`src/hw/lpm_pkg.sv`:
```
// package of constants and carrier types for the low-power mode controller
// Overview of operation
// - in wait the processor clock stops while the bus clock keeps running.
// - stop halts the processor clock, and the bus clock when keep-alive is 0.
// - converter runs in wait; its enabled requests wake from wait.
// - converter goes inactive on stop, aborts conversion, resumes after interrupt exit.
// - breakpoint unit active in wait, inactive in stop, registers untouched.
// - wait clears the interrupt mask; interrupt wake keeps it clear, reset sets it.
// - stop clears the interrupt mask; interrupt wake keeps it clear, reset sets it.
// - after stop the processor clock restarts only after the stabilization delay.
// - clock generator stays active in wait; software may deselect or power off the PLL.
// - keep-alive clear: stop disables oscillator and PLL, generator outputs held low.
// - keep-alive set: stop shuts only the PLL, oscillator keeps running.
// - watchdog runs in wait and resets the device on timeout when enabled.
// - stop removes the watchdog clock and clears the integration counter.
// - stop instruction acts only while the stop-enable bit is set.
// - external pin interrupt wakes wait and stop when its mask is clear.
// - keypad interrupt wakes wait and stop when its mask is clear.
// - enabled voltage monitor stays active, in stop only with its stop bit set; its reset ends wait or stop.
// - serial unit active in wait, wakes it; in stop inactive, frame invalid.
// - SPI active in wait, wakes it; in stop kept; reset exit resets it.
// - timers active in wait, wake it; halted with state kept during stop.
// - timebase runs in wait; its register is not reachable in wait or stop.
// - timebase active in stop only with keep-alive set, for periodic wake.
// - stop exit holds clocks off 4096 crystal cycles via a 13-bit counter.
// - short recovery bit cuts the stop recovery delay to 32 crystal cycles.
package lpm_pkg;
  // register offsets
  localparam logic [2:0] CFG_ONE_OFS = 3'h0;
  localparam logic [2:0] CFG_TWO_OFS = 3'h1;
  localparam logic [2:0] PLL_CTL_OFS = 3'h2;
  localparam logic [2:0] STATUS_OFS = 3'h3;
  // config_reg_one fields
  localparam int STOP_EN_BIT = 0;
  localparam int SHORT_REC_BIT = 1;
  localparam int LVI_PWR_BIT = 2;
  localparam int LVI_RST_BIT = 3;
  localparam int LVI_STOP_BIT = 4;
  localparam int WDOG_EN_BIT = 5;
  // config_reg_two and pll_control_reg fields
  localparam int KEEP_ALIVE_BIT = 0;
  localparam int PLL_PWR_BIT = 0;
  localparam int BASE_SEL_BIT = 1;
  // reset values
  localparam logic [7:0] CFG_ONE_RST = 8'h2C;
  localparam logic [7:0] CFG_TWO_RST = 8'h00;
  localparam logic [7:0] PLL_CTL_RST = 8'h01;
  // recovery lengths in crystal-clock cycles
  localparam int RECOV_FULL = 4096;
  localparam int RECOV_SHORT = 32;
  localparam int RECOV_W = 12;
  // operating states
  typedef enum logic [1:0] {
    ST_RUN = 2'b00,
    ST_WAIT = 2'b01,
    ST_STOP = 2'b10,
    ST_RECOVER = 2'b11
  } lpm_state_t;
  // wake requests, already enabled inside each source unit except ext_irq and key_irq, which the controller masks
  typedef struct packed {
    logic ext_irq;
    logic key_irq;
    logic tbm_irq;
    logic adc_irq;
    logic sci_irq;
    logic spi_irq;
    logic tim_irq;
    logic cgm_irq;
  } lpm_wake_t;
  // clock gates
  typedef struct packed {
    logic cpu;
    logic bus;
    logic osc;
    logic pll;
    logic pll_sel;
    logic xtal_out;
    logic gen_out;
    logic gen_irq;
    logic wdog;
  } lpm_clk_t;
  // unit controls
  typedef struct packed {
    logic adc_act;
    logic adc_abort;
    logic brk_act;
    logic sci_act;
    logic sci_frame_bad;
    logic spi_act;
    logic spi_reset;
    logic tim_act;
    logic tbm_act;
    logic tbm_access;
    logic lvi_act;
    logic sim_clr;
  } lpm_unit_t;
endpackage : lpm_pkg

```
`src/hw/lpm_ctrl.sv`:
```
// low-power mode controller: wait and stop sequencing, clock gates, unit controls
`timescale 1ns/100ps
module lpm_ctrl #(
  parameter int XTAL_DIV = 4,
  parameter int RECOV_FULL = lpm_pkg::RECOV_FULL,
  parameter int RECOV_SHORT = lpm_pkg::RECOV_SHORT
) (
  // clock and reset
  input wire logic i_clk,
  input wire logic i_reset_n,
  // register port
  input wire logic [2:0] i_addr,
  input wire logic [7:0] i_wdata,
  input wire logic i_we,
  input wire logic i_re,
  output logic [7:0] o_rdata,
  // processor core
  input wire logic i_wait_exec,
  input wire logic i_stop_exec,
  input wire logic i_ext_pin_irq_mask_load,
  input wire logic i_ext_pin_irq_mask_val,
  output logic o_ext_pin_irq_mask,
  // wake and reset sources
  input wire lpm_pkg::lpm_wake_t i_wake,
  input wire logic i_ext_pin_irq_mask,
  input wire logic i_keypad_irq_mask,
  input wire logic i_ext_rst,
  input wire logic i_lvi_trip,
  input wire logic i_wdog_timeout,
  // outputs to clocks and units
  output lpm_pkg::lpm_clk_t o_clk,
  output lpm_pkg::lpm_unit_t o_unit,
  output logic o_reset_req,
  output lpm_pkg::lpm_state_t o_state
);
  lpm_pkg::lpm_state_t state_q, state_d;
  logic [7:0] cfg_one_q, cfg_two_q, pll_ctl_q;
  logic exit_rst_q, exit_irq_q;
  logic [7:0] div_q;
  logic tick_q;
  logic rec_done;
  logic rec_start;
  logic stop_ok, keep_alive, lvi_rst, wdog_rst, rst_evt;
  logic wake_wait, wake_stop;
  lpm_pkg::lpm_clk_t clk_d;
  lpm_pkg::lpm_unit_t unit_d;

  // bit read helper for config fields
  function automatic logic fld(input logic [7:0] r, input int b);
    fld = r[b];
  endfunction : fld

  // crystal-clock tick divider
  always_ff @(posedge i_clk or negedge i_reset_n) begin
    if (!i_reset_n) begin
      div_q <= 8'h00;
      tick_q <= 1'b0;
    end else if (div_q == 8'(XTAL_DIV - 1)) begin
      div_q <= 8'h00;
      tick_q <= 1'b1;
    end else begin
      div_q <= div_q + 8'h01;
      tick_q <= 1'b0;
    end
  end

  // configuration decode
  assign keep_alive = fld(cfg_two_q, lpm_pkg::KEEP_ALIVE_BIT);
  assign stop_ok = fld(cfg_one_q, lpm_pkg::STOP_EN_BIT);
  assign lvi_rst = i_lvi_trip && fld(cfg_one_q, lpm_pkg::LVI_PWR_BIT)
    && fld(cfg_one_q, lpm_pkg::LVI_RST_BIT)
    && (state_q != lpm_pkg::ST_STOP || fld(cfg_one_q, lpm_pkg::LVI_STOP_BIT));
  assign wdog_rst = i_wdog_timeout && fld(cfg_one_q, lpm_pkg::WDOG_EN_BIT)
    && (state_q == lpm_pkg::ST_RUN || state_q == lpm_pkg::ST_WAIT);
  assign rst_evt = i_ext_rst || lvi_rst || wdog_rst;

  // wake conditions per mode
  assign wake_wait = (i_wake.ext_irq && !i_ext_pin_irq_mask)
    || (i_wake.key_irq && !i_keypad_irq_mask)
    || i_wake.adc_irq || i_wake.sci_irq || i_wake.spi_irq
    || i_wake.tim_irq || i_wake.tbm_irq || i_wake.cgm_irq;
  assign wake_stop = (i_wake.ext_irq && !i_ext_pin_irq_mask)
    || (i_wake.key_irq && !i_keypad_irq_mask)
    || (i_wake.tbm_irq && keep_alive);

  // next state
  always_comb begin
    state_d = state_q;
    case (state_q)
      lpm_pkg::ST_RUN: begin
        if (rst_evt) begin
          state_d = lpm_pkg::ST_RUN;
        end else if (i_stop_exec && stop_ok) begin
          state_d = lpm_pkg::ST_STOP;
        end else if (i_wait_exec) begin
          state_d = lpm_pkg::ST_WAIT;
        end
      end
      lpm_pkg::ST_WAIT: begin
        if (rst_evt || wake_wait) begin
          state_d = lpm_pkg::ST_RUN;
        end
      end
      lpm_pkg::ST_STOP: begin
        if (rst_evt || wake_stop) begin
          state_d = lpm_pkg::ST_RECOVER;
        end
      end
      lpm_pkg::ST_RECOVER: begin
        if (rec_done) begin
          state_d = lpm_pkg::ST_RUN;
        end
      end
      default: state_d = lpm_pkg::ST_RUN;
    endcase
  end

  assign rec_start = state_q == lpm_pkg::ST_STOP && state_d == lpm_pkg::ST_RECOVER;

  // state register
  always_ff @(posedge i_clk or negedge i_reset_n) begin
    if (!i_reset_n) begin
      state_q <= lpm_pkg::ST_RUN;
    end else begin
      state_q <= state_d;
    end
  end

  // stop recovery counter
  lpm_recovery #(
    .FULL(RECOV_FULL),
    .SHORT(RECOV_SHORT),
    .W(lpm_pkg::RECOV_W)
  ) u_recovery (
    .i_clk(i_clk),
    .i_reset_n(i_reset_n),
    .i_start(rec_start),
    .i_short(fld(cfg_one_q, lpm_pkg::SHORT_REC_BIT)),
    .i_tick(tick_q),
    .o_done(rec_done)
  );

  // clock gates for the next state
  always_comb begin
    clk_d = '0;
    case (state_d)
      lpm_pkg::ST_RUN, lpm_pkg::ST_WAIT: begin
        clk_d.cpu = state_d == lpm_pkg::ST_RUN;
        clk_d.bus = 1'b1;
        clk_d.osc = 1'b1;
        clk_d.pll = fld(pll_ctl_q, lpm_pkg::PLL_PWR_BIT);
        clk_d.pll_sel = fld(pll_ctl_q, lpm_pkg::BASE_SEL_BIT)
          && fld(pll_ctl_q, lpm_pkg::PLL_PWR_BIT);
        clk_d.xtal_out = 1'b1;
        clk_d.gen_out = 1'b1;
        clk_d.gen_irq = 1'b1;
        clk_d.wdog = 1'b1;
      end
      lpm_pkg::ST_STOP: begin
        clk_d.bus = keep_alive;
        clk_d.osc = keep_alive;
        clk_d.xtal_out = keep_alive;
        clk_d.gen_out = keep_alive;
        clk_d.gen_irq = keep_alive;
      end
      lpm_pkg::ST_RECOVER: begin
        clk_d.osc = 1'b1;
        clk_d.xtal_out = 1'b1;
      end
      default: clk_d = '0;
    endcase
  end

  // unit controls for the next state
  always_comb begin
    unit_d = '0;
    unit_d.brk_act = state_d == lpm_pkg::ST_RUN || state_d == lpm_pkg::ST_WAIT;
    unit_d.adc_act = unit_d.brk_act;
    unit_d.sci_act = unit_d.brk_act;
    unit_d.spi_act = unit_d.brk_act;
    unit_d.tim_act = unit_d.brk_act;
    unit_d.tbm_act = unit_d.brk_act
      || ((state_d == lpm_pkg::ST_STOP) && keep_alive);
    unit_d.tbm_access = state_d == lpm_pkg::ST_RUN;
    unit_d.lvi_act = fld(cfg_one_q, lpm_pkg::LVI_PWR_BIT)
      && (state_d != lpm_pkg::ST_STOP || fld(cfg_one_q, lpm_pkg::LVI_STOP_BIT));
    unit_d.adc_abort = state_q == lpm_pkg::ST_RUN && state_d == lpm_pkg::ST_STOP;
    unit_d.sci_frame_bad = unit_d.adc_abort;
    unit_d.sim_clr = unit_d.adc_abort;
    unit_d.spi_reset = rst_evt && state_q != lpm_pkg::ST_RUN;
  end

  // registered outputs
  always_ff @(posedge i_clk or negedge i_reset_n) begin
    if (!i_reset_n) begin
      o_clk <= '0;
      o_unit <= '0;
      o_state <= lpm_pkg::ST_RUN;
      o_reset_req <= 1'b0;
    end else begin
      o_clk <= clk_d;
      o_unit <= unit_d;
      o_state <= state_d;
      o_reset_req <= lvi_rst || wdog_rst;
    end
  end

  // interrupt mask flag and exit cause
  always_ff @(posedge i_clk or negedge i_reset_n) begin
    if (!i_reset_n) begin
      o_ext_pin_irq_mask <= 1'b1;
      exit_rst_q <= 1'b0;
      exit_irq_q <= 1'b0;
    end else if (rst_evt) begin
      o_ext_pin_irq_mask <= 1'b1;
      exit_rst_q <= state_q != lpm_pkg::ST_RUN;
      exit_irq_q <= 1'b0;
    end else if (state_q == lpm_pkg::ST_RUN && state_d != lpm_pkg::ST_RUN) begin
      o_ext_pin_irq_mask <= 1'b0;
    end else if (state_q != lpm_pkg::ST_RUN && state_d != state_q) begin
      exit_irq_q <= 1'b1;
      exit_rst_q <= 1'b0;
    end else if (i_ext_pin_irq_mask_load && state_q == lpm_pkg::ST_RUN) begin
      o_ext_pin_irq_mask <= i_ext_pin_irq_mask_val;
    end
  end

  // register writes
  always_ff @(posedge i_clk or negedge i_reset_n) begin
    if (!i_reset_n) begin
      cfg_one_q <= lpm_pkg::CFG_ONE_RST;
      cfg_two_q <= lpm_pkg::CFG_TWO_RST;
      pll_ctl_q <= lpm_pkg::PLL_CTL_RST;
    end else if (i_we) begin
      case (i_addr)
        lpm_pkg::CFG_ONE_OFS: cfg_one_q <= {2'b00, i_wdata[5:0]};
        lpm_pkg::CFG_TWO_OFS: cfg_two_q <= {7'h00, i_wdata[0]};
        lpm_pkg::PLL_CTL_OFS: pll_ctl_q <= {6'h00, i_wdata[1:0]};
        default: ;
      endcase
    end
  end

  // register reads, data in the next cycle
  always_ff @(posedge i_clk or negedge i_reset_n) begin
    if (!i_reset_n) begin
      o_rdata <= 8'h00;
    end else if (i_re) begin
      case (i_addr)
        lpm_pkg::CFG_ONE_OFS: o_rdata <= cfg_one_q;
        lpm_pkg::CFG_TWO_OFS: o_rdata <= cfg_two_q;
        lpm_pkg::PLL_CTL_OFS: o_rdata <= pll_ctl_q;
        lpm_pkg::STATUS_OFS: o_rdata <= {3'h0, exit_irq_q, exit_rst_q, o_ext_pin_irq_mask, state_q};
        default: o_rdata <= 8'h00;
      endcase
    end else begin
      o_rdata <= 8'h00;
    end
  end
endmodule : lpm_ctrl

```
`src/hw/lpm_recovery.sv`:
```
// stop recovery counter that holds clocks off for a number of crystal ticks
`timescale 1ns/100ps
module lpm_recovery #(
  parameter int FULL = lpm_pkg::RECOV_FULL,
  parameter int SHORT = lpm_pkg::RECOV_SHORT,
  parameter int W = lpm_pkg::RECOV_W
) (
  // clock and reset
  input wire logic i_clk,
  input wire logic i_reset_n,
  // control
  input wire logic i_start,
  input wire logic i_short,
  input wire logic i_tick,
  // result
  output logic o_done
);
  logic [W:0] cnt_q;
  logic busy_q;

  // count crystal ticks down from the chosen length
  always_ff @(posedge i_clk or negedge i_reset_n) begin
    if (!i_reset_n) begin
      cnt_q <= '0;
      busy_q <= 1'b0;
      o_done <= 1'b0;
    end else begin
      o_done <= 1'b0;
      if (i_start) begin
        cnt_q <= i_short ? (W+1)'(SHORT) : (W+1)'(FULL);
        busy_q <= 1'b1;
      end else if (busy_q && i_tick) begin
        cnt_q <= cnt_q - 1'b1;
        if (cnt_q == (W+1)'(1)) begin
          busy_q <= 1'b0;
          o_done <= 1'b1;
        end
      end
    end
  end
endmodule : lpm_recovery

```
`config.mk`:
```
export PLATFORM = sky130hd
export DESIGN_NAME = lpm_ctrl
export DESIGN_NICKNAME = d
export VERILOG_FILES = /design/src/hw/lpm_pkg.sv /design/src/hw/lpm_ctrl.sv /design/src/hw/lpm_recovery.sv
export SDC_FILE = /design/constraint.sdc
export NUM_CORES = 1
export LEC_CHECK = 0
export BUFFER_PORTS_ARGS = -buffer_cell sky130_fd_sc_hd__clkbuf_2
export CAP_MARGIN = 20
export CORE_UTILIZATION = 50
export CTS_BUF_LIST = sky130_fd_sc_hd__clkbuf_8
export DETAILED_ROUTE_END_ITERATION = 7
export PLACE_DENSITY_LB_ADDON = 0.05
export SYNTH_ARGS = -nofsm -noshare
export SYNTH_HDL_FRONTEND = slang
export SYNTH_SLANG_ARGS = --single-unit
```
`constraint.sdc`:
```
create_clock -name i_clk -period 1.9 [get_ports i_clk]
set_clock_uncertainty 0.1 [all_clocks]
set_input_delay 0.38 -clock i_clk [delete_from_list [all_inputs] [get_ports i_clk]]
set_output_delay 0.38 -clock i_clk [all_outputs]
set_load 0.03 [all_outputs]
```
==> flow_summary.yaml, run 1 <==
logic_synthesis:
  yosys_warnings: 0
  ys_async_sr_fraction: 1.00
  synth_edf_count: 0
  syn_inst: 240
  synth_flop_cell: "dfrtp_1"
  synth_area_um2: 2640
  synth_top_area_share: 0.475
  yosysTopAreaCell: "dfrtp_1"
  synth_seq_cells: 55
  seq_area_frac_synth: 0.524
  synth.distinct_cells: 52
  syn_avg_cell_area_um2: 11.0
  synth_area_leaders: "dfrtp_1, dfstp_2, xnor2_1"
drt:
  viasPerCell: 5.15
  drt_first_pass_iters: 5
  drc_errors: 0
  wl_per_cell_um: 13.7
  postRouteAntennaNets: 0
  first_iter_violations: 113
  wirelength_mm: 5.34
  vias: 2009
floorplanning:
  die_h_um: 74.6
  rows: 26
  die_w_um: 74.6
  initial_core_util: 0.516
  coreArea_um2: 5110
  dieArea_um2: 5570
  pin_count: 65
run:
  cap_violations: 0
pwr:
  peakVddDrop_mv: 0.630
  leakagePower_nw: 1.57
  power_density_nw_per_um2: 1290
  report.power.total_w: 0.00426
timing:
  maxSlewViolCount: 0
  hold_viol_final: 0
  fin_crit_sh: 1.00
  grt_setup_unrepaired: "true"
  fin_crit_ns: 1.90
  clock.fmax_ghz: 0.525
  finalSetupTns_ns: -0.00437
  setup_ws_ns: -0.00437
  setup_violations: 1
clocking:
  clock_sinks: 55
  clk_transition_reported_paths_ns: 0.10
  clockBufferDepth: 2
  cts_tree: "done"
  cts_buffers: 5
  cts.htree.levels: 2
  cts-root-buf: "clkbuf_8"
  clock_latency_ns: 0.30
place:
  place_area_um2: 3130
  place.detailed.hpwl_mm: 3.94
  gp_congestion: 0.825
  port_buffers: 60
global_route:
  grt_overflow_total: 0
  grt_max_degree: 56
  grt_pass1_vias: 1866
  antenna_found_initial: 0
  grt_pass1_wl_mm: 8.57
  grt.total_usage: 0.206
run_status:
  status: "complete, but fails checks"
  violations: "setup timing"
cells_and_area:
  nets: 354
  area_growth_pct: 25.3
  num_antenna_cells: 0
  fill_cells: 421
  drive_above_1_share: 0.419
  final_area_um2: 3300
worst_setup_path:
  crit_path_max_incr_delay_ns: 0.42
  crit_arrival_ns: 1.99
  crit_slowest_cell: "dfrtp_2"
  cp_max_fo: 8
  startpoint_type: "flip-flop"
  setup.worst_path.end_class: "flip-flop"
  path_class: "flip-flop to flip-flop"
  worstPathRequired_ns: 1.99
  crit_chain: "or3b_4 > and2_4 > o31a_4 > or3_1"
hold_path:
  hold_class: "input port to flip-flop"
-- cell usage after synthesis, drive strengths merged (2+ instances only) --
cell type and instances:
dfrtp 50, nor2 23, buf 17, nand3 14, nand2 12, xnor2 12
mux2 10, a21oi 9, inv 6, nand2b 6, nor3 6, and3 5
dfstp 5, nand4 5, a211oi 4, nor2b 4, nor4 4, xor2 4
a21boi 3, clkbuf 3, ha 3, o21ai 3, and2 2, and3b 2
nor3b 2, nor4b 2, or3 2, or4 2
-- critical path, delay by kind of cell, from the launching register on --
family | cells | cell delay (ns)
AOI/OAI and AO/OA | 1 | 0.33
DFF | 1 | 0.42
and+or+nand+nor | 3 | 0.94
-- timing repair --
action / CTS / global route
hold endpoints to repair: 50 / 0
setup buffers: 1 / 0
gates resized for setup: 1 / 14
hold buffers: 1 / 0
endpoints found under the setup margin: 6 / 10
pin swaps: 1 / 8
-- routing by layer --
| metal | track usage | routed length (µm) | up-vias |
|---|---|---|---|
| met5 | 0 | 0 | - |
| met3 | 0.0335 | 204 | 4 |
| met2 | 0.350 | 2700 | 44 |
| met1 | 0.276 | 2390 | 977 |
| met4 | 0.0566 | 42 | 0 |
| li1 | - | - | 984 |
-- layout make-up --
| type | count | area [µm²] | share of cell area |
|---|---|---|---|
| clock buffers | 7 | 96.3 | 0.0292 |
| multi-input cells | 160 | 1150 | 0.347 |
| repair buffers | 91 | 559 | 0.169 |
| clock inverters | 1 | 7.51 | 0.00227 |
| well taps | 70 | 87.6 | 0.0265 |
| inverters | 6 | 22.5 | 0.00682 |
| flip-flops and latches | 55 | 1380 | 0.419 |
-- final timing paths --
check	start	end	slack, ns	cells past startpoint
setup / recovery	o_state[0]	o_state[0]	-0.004	4
max in group asynchronous	i_reset_n	cfg_one_q[5]	0.91	3
min in group asynchronous	i_reset_n	o_unit[3]	0.50	3
hold reg to reg	div_q[7]	div_q[7]	0.38	1
hold / removal	i_ext_pin_irq_mask_load	o_ext_pin_irq_mask	0.21	3
setup reg to reg	o_state[0]	o_state[0]	-0.004	4
-- metrics by stage --
stage / hold slack, ns / instances / setup slack, ns / util
2_1_floorplan: -0.0156 / 241 / -0.189 / -
3_3_place_gp: 0.304 / 380 / -0.0637 / 0.613
3_5_place_dp: 0.304 / 380 / -0.0625 / 0.613
4_1_cts: 0.202 / 390 / 0.00143 / 0.637
5_1_grt: 0.201 / 390 / -0.0655 / 0.647
6_report: 0.207 / 390 / -0.00437 / 0.647
-- layout by cell type (no fill, tap or decap), types with 4 or more instances in the layout --
master	netlist	layout
nand4_1	5	5
and3_1	5	4
a21oi_1	9	6
nor3_1	6	6
nor2_1	23	23
dfrtp_1	50	49
nand2b_1	6	6
nand2_1	12	11
nand3_1	14	13
xor2_1	4	4
nor2b_1	4	4
nor4_1	4	4
dfstp_2	5	5
xnor2_1	12	12
inv_1	6	5
mux2_2	9	9
clkbuf_8	0	7
clkbuf_2	0	60
buf_4	13	26
-- where the power goes --
part	switching [W]	internal, W	total (W)
Combinational	0.00112	0.000783	0.00191
Clock	0.000366	0.000332	0.000698
Sequential	0.000193	0.00147	0.00166
-- state kept, by name (all words and copies together), names as in the netlist, 2 cells and up --
register          cells
div_q                 8
pll_ctl_q             2
o_rdata               6
o_state               2
o_clk                 5
u_recovery.cnt_q     13
o_unit                5
cfg_one_q             6
-- logic make-up (layout without fill, tap and decap cells) --
group                    after synthesis  in the layout  share of synthesized area
flip-flops                            55             55                      0.524
buffers and inverters                 26            105                     0.0641
adder cells (fa/ha/maj)                3              3                     0.0142
XOR/XNOR                              16             16                     0.0532
AND/OR/NAND/NOR                       99             99                      0.208
other                                  1              2                    0.00142
AO/OA/AOI/OAI                         28             28                     0.0778
multiplexers                          12             12                     0.0565
(Power assumes the default switching activity.)
==> inputs of run 2 (changes only) <==
--- a/config.mk
+++ b/config.mk
@@ -11,6 +11,7 @@
 export CTS_BUF_LIST = sky130_fd_sc_hd__clkbuf_8
 export DETAILED_ROUTE_END_ITERATION = 7
 export PLACE_DENSITY_LB_ADDON = 0.05
+export SKIP_CTS_REPAIR_TIMING = 1
 export SYNTH_ARGS = -nofsm -noshare
 export SYNTH_HDL_FRONTEND = slang
 export SYNTH_SLANG_ARGS = --single-unit
==> flow_summary.yaml, run 2 (synthesis gave the netlist of run 1 again) <==
place:
  place.detailed.hpwl_mm: 3.94
  dp_slack_ns: -0.0625
  port_buffers: 60
  gp_congestion: 0.825
cells_and_area:
  reg.largest.list: "u_recovery.cnt_q (13), div_q (8)"
  drive_above_1_share: 0.419
  regMostFlops: "u_recovery.cnt_q"
  final_common_cell: "clkbuf_2"
  area_growth_pct: 25.3
  multiInputGateArea_um2: 1150
  layout_common_cells: "clkbuf_2, dfrtp_1, buf_4"
  largest_reg_flops: 13
  num_antenna_cells: 0
  fill_cells: 423
  nets: 354
  seqCellArea_um2: 1380
global_route:
  grt_pass1_vias: 1852
  antenna_found_initial: 0
  grt_overflow_total: 0
  grt_pass1_wl_mm: 8.54
  grt.total_usage: 0.205
  grt_max_degree: 56
floorplanning:
  initial_core_util: 0.516
  die_h_um: 74.6
  die_w_um: 74.6
  coreArea_um2: 5110
  dieArea_um2: 5570
  rows: 26
  pin_count: 65
worst_setup_path:
  worstPathRequired_ns: 1.99
  setup.worst_path.end_class: "flip-flop"
  r2r_slack_ns: -0.005
  crit_arrival_ns: 1.99
  crit_slowest_cell: "dfrtp_2"
  cp_max_fo: 8
  crit_path_max_incr_delay_ns: 0.42
  path_class: "flip-flop to flip-flop"
  crit_chain: "or3b_4 > and2_4 > o31a_4 > or3_1"
  startpoint_type: "flip-flop"
drt:
  postRouteAntennaNets: 0
  wl_per_cell_um: 13.7
  wirelength_mm: 5.35
  drt_first_pass_iters: 4
  viasPerCell: 5.15
  first_iter_violations: 133
  vias: 2007
  drc_errors: 0
run_status:
  status: "complete, but fails checks"
  violations: "setup timing"
timing:
  maxSlewViolCount: 0
  hold_viol_final: 0
  fin_crit_sh: 1.00
  grt_setup_unrepaired: "true"
  clock.fmax_ghz: 0.525
  fin_crit_ns: 1.90
  whs_ns: 0.205
  setup_violations: 1
  setup_ws_ns: -0.00463
clocking:
  cts_buffers: 5
  cts_tree: "done"
  cts.htree.levels: 2
  clock_latency_ns: 0.30
  clockBufferDepth: 2
  clk_transition_reported_paths_ns: 0.10
  cts-root-buf: "clkbuf_8"
  clock_sinks: 55
pwr:
  peakVddDrop_mv: 0.626
  power_density_nw_per_um2: 1290
  leakagePower_nw: 1.57
hold_path:
  hold_class: "input port to flip-flop"
run:
  cap_violations: 0
-- run 2: cell counts in the layout (fill, tap and decap cells not counted) --
No cell type changed its count.
-- run 2: metrics by stage --
stage                     TNS [ns]  power, W  std cells  instance area, µm²   util
after global placement      -0.153   0.00348        380                3130  0.613
final                     -0.00463   0.00426        390                3300  0.647
after CTS                   -0.301   0.00421        388                3230  0.633
after detailed placement    -0.176   0.00350        380                3130  0.613
after global routing        -0.225   0.00456        390                3300  0.647
after floorplan              -1.08   0.00301        241                2660      -
-- run 2: worst paths after layout --
path,cells after the start,from,end
max reg2reg,4,o_state[0],o_state[0]
min in group asynchronous,3,i_reset_n,o_unit[3]
max,4,o_state[0],o_state[0]
max in group asynchronous,3,i_reset_n,cfg_one_q[5]
min reg2reg,1,div_q[7],div_q[7]
min,3,i_ext_pin_irq_mask_load,o_ext_pin_irq_mask
-- run 2: area by class of cell --
type,instances,area share
sequential,55,0.419
timing repair buffer,91,0.169
inverter,6,0.00682
tap,70,0.0265
clock buffer,7,0.0292
multi-input combinational,160,0.347
clock inverter,1,0.00227
-- run 2: power breakdown --
group | internal, W | switching, W | leakage (nW)
logic | 0.000783 | 0.00112 | 0.828
registers | 0.00147 | 0.000194 | 0.688
clock network | 0.000332 | 0.000365 | 0.0505
total | 0.00258 | 0.00168 | 1.57
-- run 2: critical path, delay by kind of cell, from the launching register on --
family	cells	cell delay, ns
DFF	1	0.42
AOI/OAI and AO/OA	1	0.33
and+or+nand+nor	3	0.94
-- run 2: metal layers --
layer / up-vias / global-route usage / wire length [µm]
met5: - / 0 / 0
met4: 0 / 0.0566 / 42
met3: 4 / 0.0335 / 190
met2: 44 / 0.349 / 2700
met1: 974 / 0.273 / 2420
li1: 985 / - / -
==> inputs of run 3 (changes only) <==
--- a/config.mk
+++ b/config.mk
@@ -7,10 +7,9 @@
 export LEC_CHECK = 0
 export BUFFER_PORTS_ARGS = -buffer_cell sky130_fd_sc_hd__clkbuf_2
 export CAP_MARGIN = 20
-export CORE_UTILIZATION = 50
-export CTS_BUF_LIST = sky130_fd_sc_hd__clkbuf_8
+export CORE_UTILIZATION = 48
 export DETAILED_ROUTE_END_ITERATION = 7
-export PLACE_DENSITY_LB_ADDON = 0.05
+export PLACE_DENSITY = 0.76
 export SKIP_CTS_REPAIR_TIMING = 1
 export SYNTH_ARGS = -nofsm -noshare
 export SYNTH_HDL_FRONTEND = slang
==> flow_summary.yaml, run 3 (synthesis gave the netlist of run 1 again) <==
floorplanning:
  coreArea_um2: 5200
  initial_core_util: 0.506
  pin_count: 65
  dieArea_um2: 5790
  die_h_um: 76.1
  rows: 26
  die_w_um: 76.1
run_status:
  status: "finished clean"
hold_path:
  holdCritStartpoint: "i_wdata[3]"
  whs_path_depth: 2
  hold-path-endpoint: "cfg_one_q[3]"
  hold_class: "input port to flip-flop"
pwr:
  p_int_w: 0.00263
  seqPwrFrac: 0.390
  power_frac_clock: 0.175
  switching_share: 0.393
  peakVddDrop_mv: 0.678
  leakagePower_nw: 1.54
  report.power.total_w: 0.00433
  switchingPower_w: 0.00170
  combPwrFrac: 0.435
  power_density_nw_per_um2: 1330
timing:
  clock.fmax_ghz: 0.533
  finalSetupTns_ns: 0
  grt_setup_unrepaired: "true"
  fin_crit_sh: 0.987
  setup_ws_ns: 0.0239
  fin_crit_ns: 1.88
  setup_violations: 0
  hold_viol_final: 0
  maxSlewViolCount: 0
run:
  cap_violations: 0
worst_setup_path:
  startpoint_type: "flip-flop"
  crit_start: "cfg_one_q[4]"
  worst_r2r_path_depth: 6
  crit_slowest_cell: "or3b_4"
  crit_buf_inv: 2
  crit_chain: "or3b_4 > buf_6 > a221oi_4 > a21oi_2 > buf_4 > nor3_2"
  r2r_slack_ns: 0.02
  r2r_end: "o_unit[0]"
  cp_max_fo: 5
  rr_startpoint: "cfg_one_q[4]"
  setup.worst_path.end_class: "flip-flop"
  crit_path_max_incr_delay_ns: 0.41
  path_class: "flip-flop to flip-flop"
  crit_family: "compound AO/OA/AOI/OAI gates"
  crit_arrival_ns: 2.02
  worstPathRequired_ns: 2.04
cells_and_area:
  regMostFlops: "u_recovery.cnt_q"
  layout_common_cells: "clkbuf_2, dfrtp_1, nor2_1"
  nets: 349
  seqCellArea_um2: 1380
  drive_above_1_share: 0.406
  finalNonFillerCells: 385
  fill_cells: 431
  multiInputGateArea_um2: 1140
  largest_reg_flops: 13
  area_growth_pct: 24.0
  num_antenna_cells: 0
  final_common_cell: "clkbuf_2"
  reg.largest.list: "u_recovery.cnt_q (13), div_q (8)"
clocking:
  clock_sinks: 55
  clock_latency_ns: 0.31
  clk_transition_reported_paths_ns: 0.10
  cts_tree: "done"
  clockBufferDepth: 2
  cts_buffers: 5
  cts-root-buf: "clkbuf_8"
  cts.htree.levels: 2
global_route:
  grt_max_degree: 56
  grt.total_usage: 0.200
  grt_overflow_total: 0
  grt_pass1_wl_mm: 9.29
  grt_pass1_vias: 2073
  antenna_found_initial: 0
place:
  dp_slack_ns: -0.0359
  gp_congestion: 0.899
  dpl.cell_count: 374
  port_buffers: 60
  place.detailed.hpwl_mm: 4.00
drt:
  vias: 2023
  viasPerCell: 5.25
  drc_errors: 0
  wirelength_mm: 5.46
  drt_first_pass_iters: 4
  wl_per_cell_um: 14.2
  first_iter_violations: 113
  postRouteAntennaNets: 0
[run 3: layout make-up]
cell class | count | area share
sequential | 55 | 0.423
multi-input combinational | 160 | 0.348
timing repair buffer | 86 | 0.161
tap | 70 | 0.0268
clock buffer | 6 | 0.0222
clock inverter | 2 | 0.0115
inverter | 6 | 0.00689
[run 3: metal layers]
metal / part of all wire / vias to the layer above / routed length (µm) / track usage
li1: - / 976 / - / -
met1: 0.43 / 973 / 2340 / 0.253
met2: 0.50 / 66 / 2750 / 0.340
met3: 0.053 / 8 / 288 / 0.0431
met4: 0.016 / 0 / 85 / 0.0692
met5: 0 / - / 0 / 0
[run 3: worst reg2reg max path: stages, from the launching register on]
cell and delay, ns:
dfrtp_1 0.40, or3b_4 0.41, buf_6 0.13, a221oi_4 0.39
a21oi_2 0.14, buf_4 0.16, nor3_2 0.09
[run 3: stage by stage]
step	cell area [µm²]	util	hold slack [ns]
final	3270	0.628	0.202
after global routing	3270	0.628	0.204
after global placement	3080	0.593	0.303
after detailed placement	3080	0.593	0.302
after CTS	3190	0.614	-0.0418
after floorplan	2660	-	-0.0156
[run 3: worst max-delay path by stage]
stage                               end  slack, ns  cells after the start
global route                  o_unit[0]      -0.05                      6
CTS                 u_recovery.cnt_q[1]      -0.02                      5
detailed placement  u_recovery.cnt_q[1]      -0.04                      5
global placement    u_recovery.cnt_q[1]       0.02                      5
floorplan           u_recovery.cnt_q[5]      -0.19                      6
finish                        o_unit[0]       0.02                      6
[run 3: power groups by stage]
stage	Sequential, W	Combinational [W]	Clock (W)
3_5_place_dp	0.00170	0.00177	0
2_1_floorplan	0.00189	0.00113	0
3_3_place_gp	0.00170	0.00172	0
6_report	0.00169	0.00188	0.000760
4_1_cts	0.00169	0.00177	0.000781
5_1_grt	0.00173	0.00204	0.000814
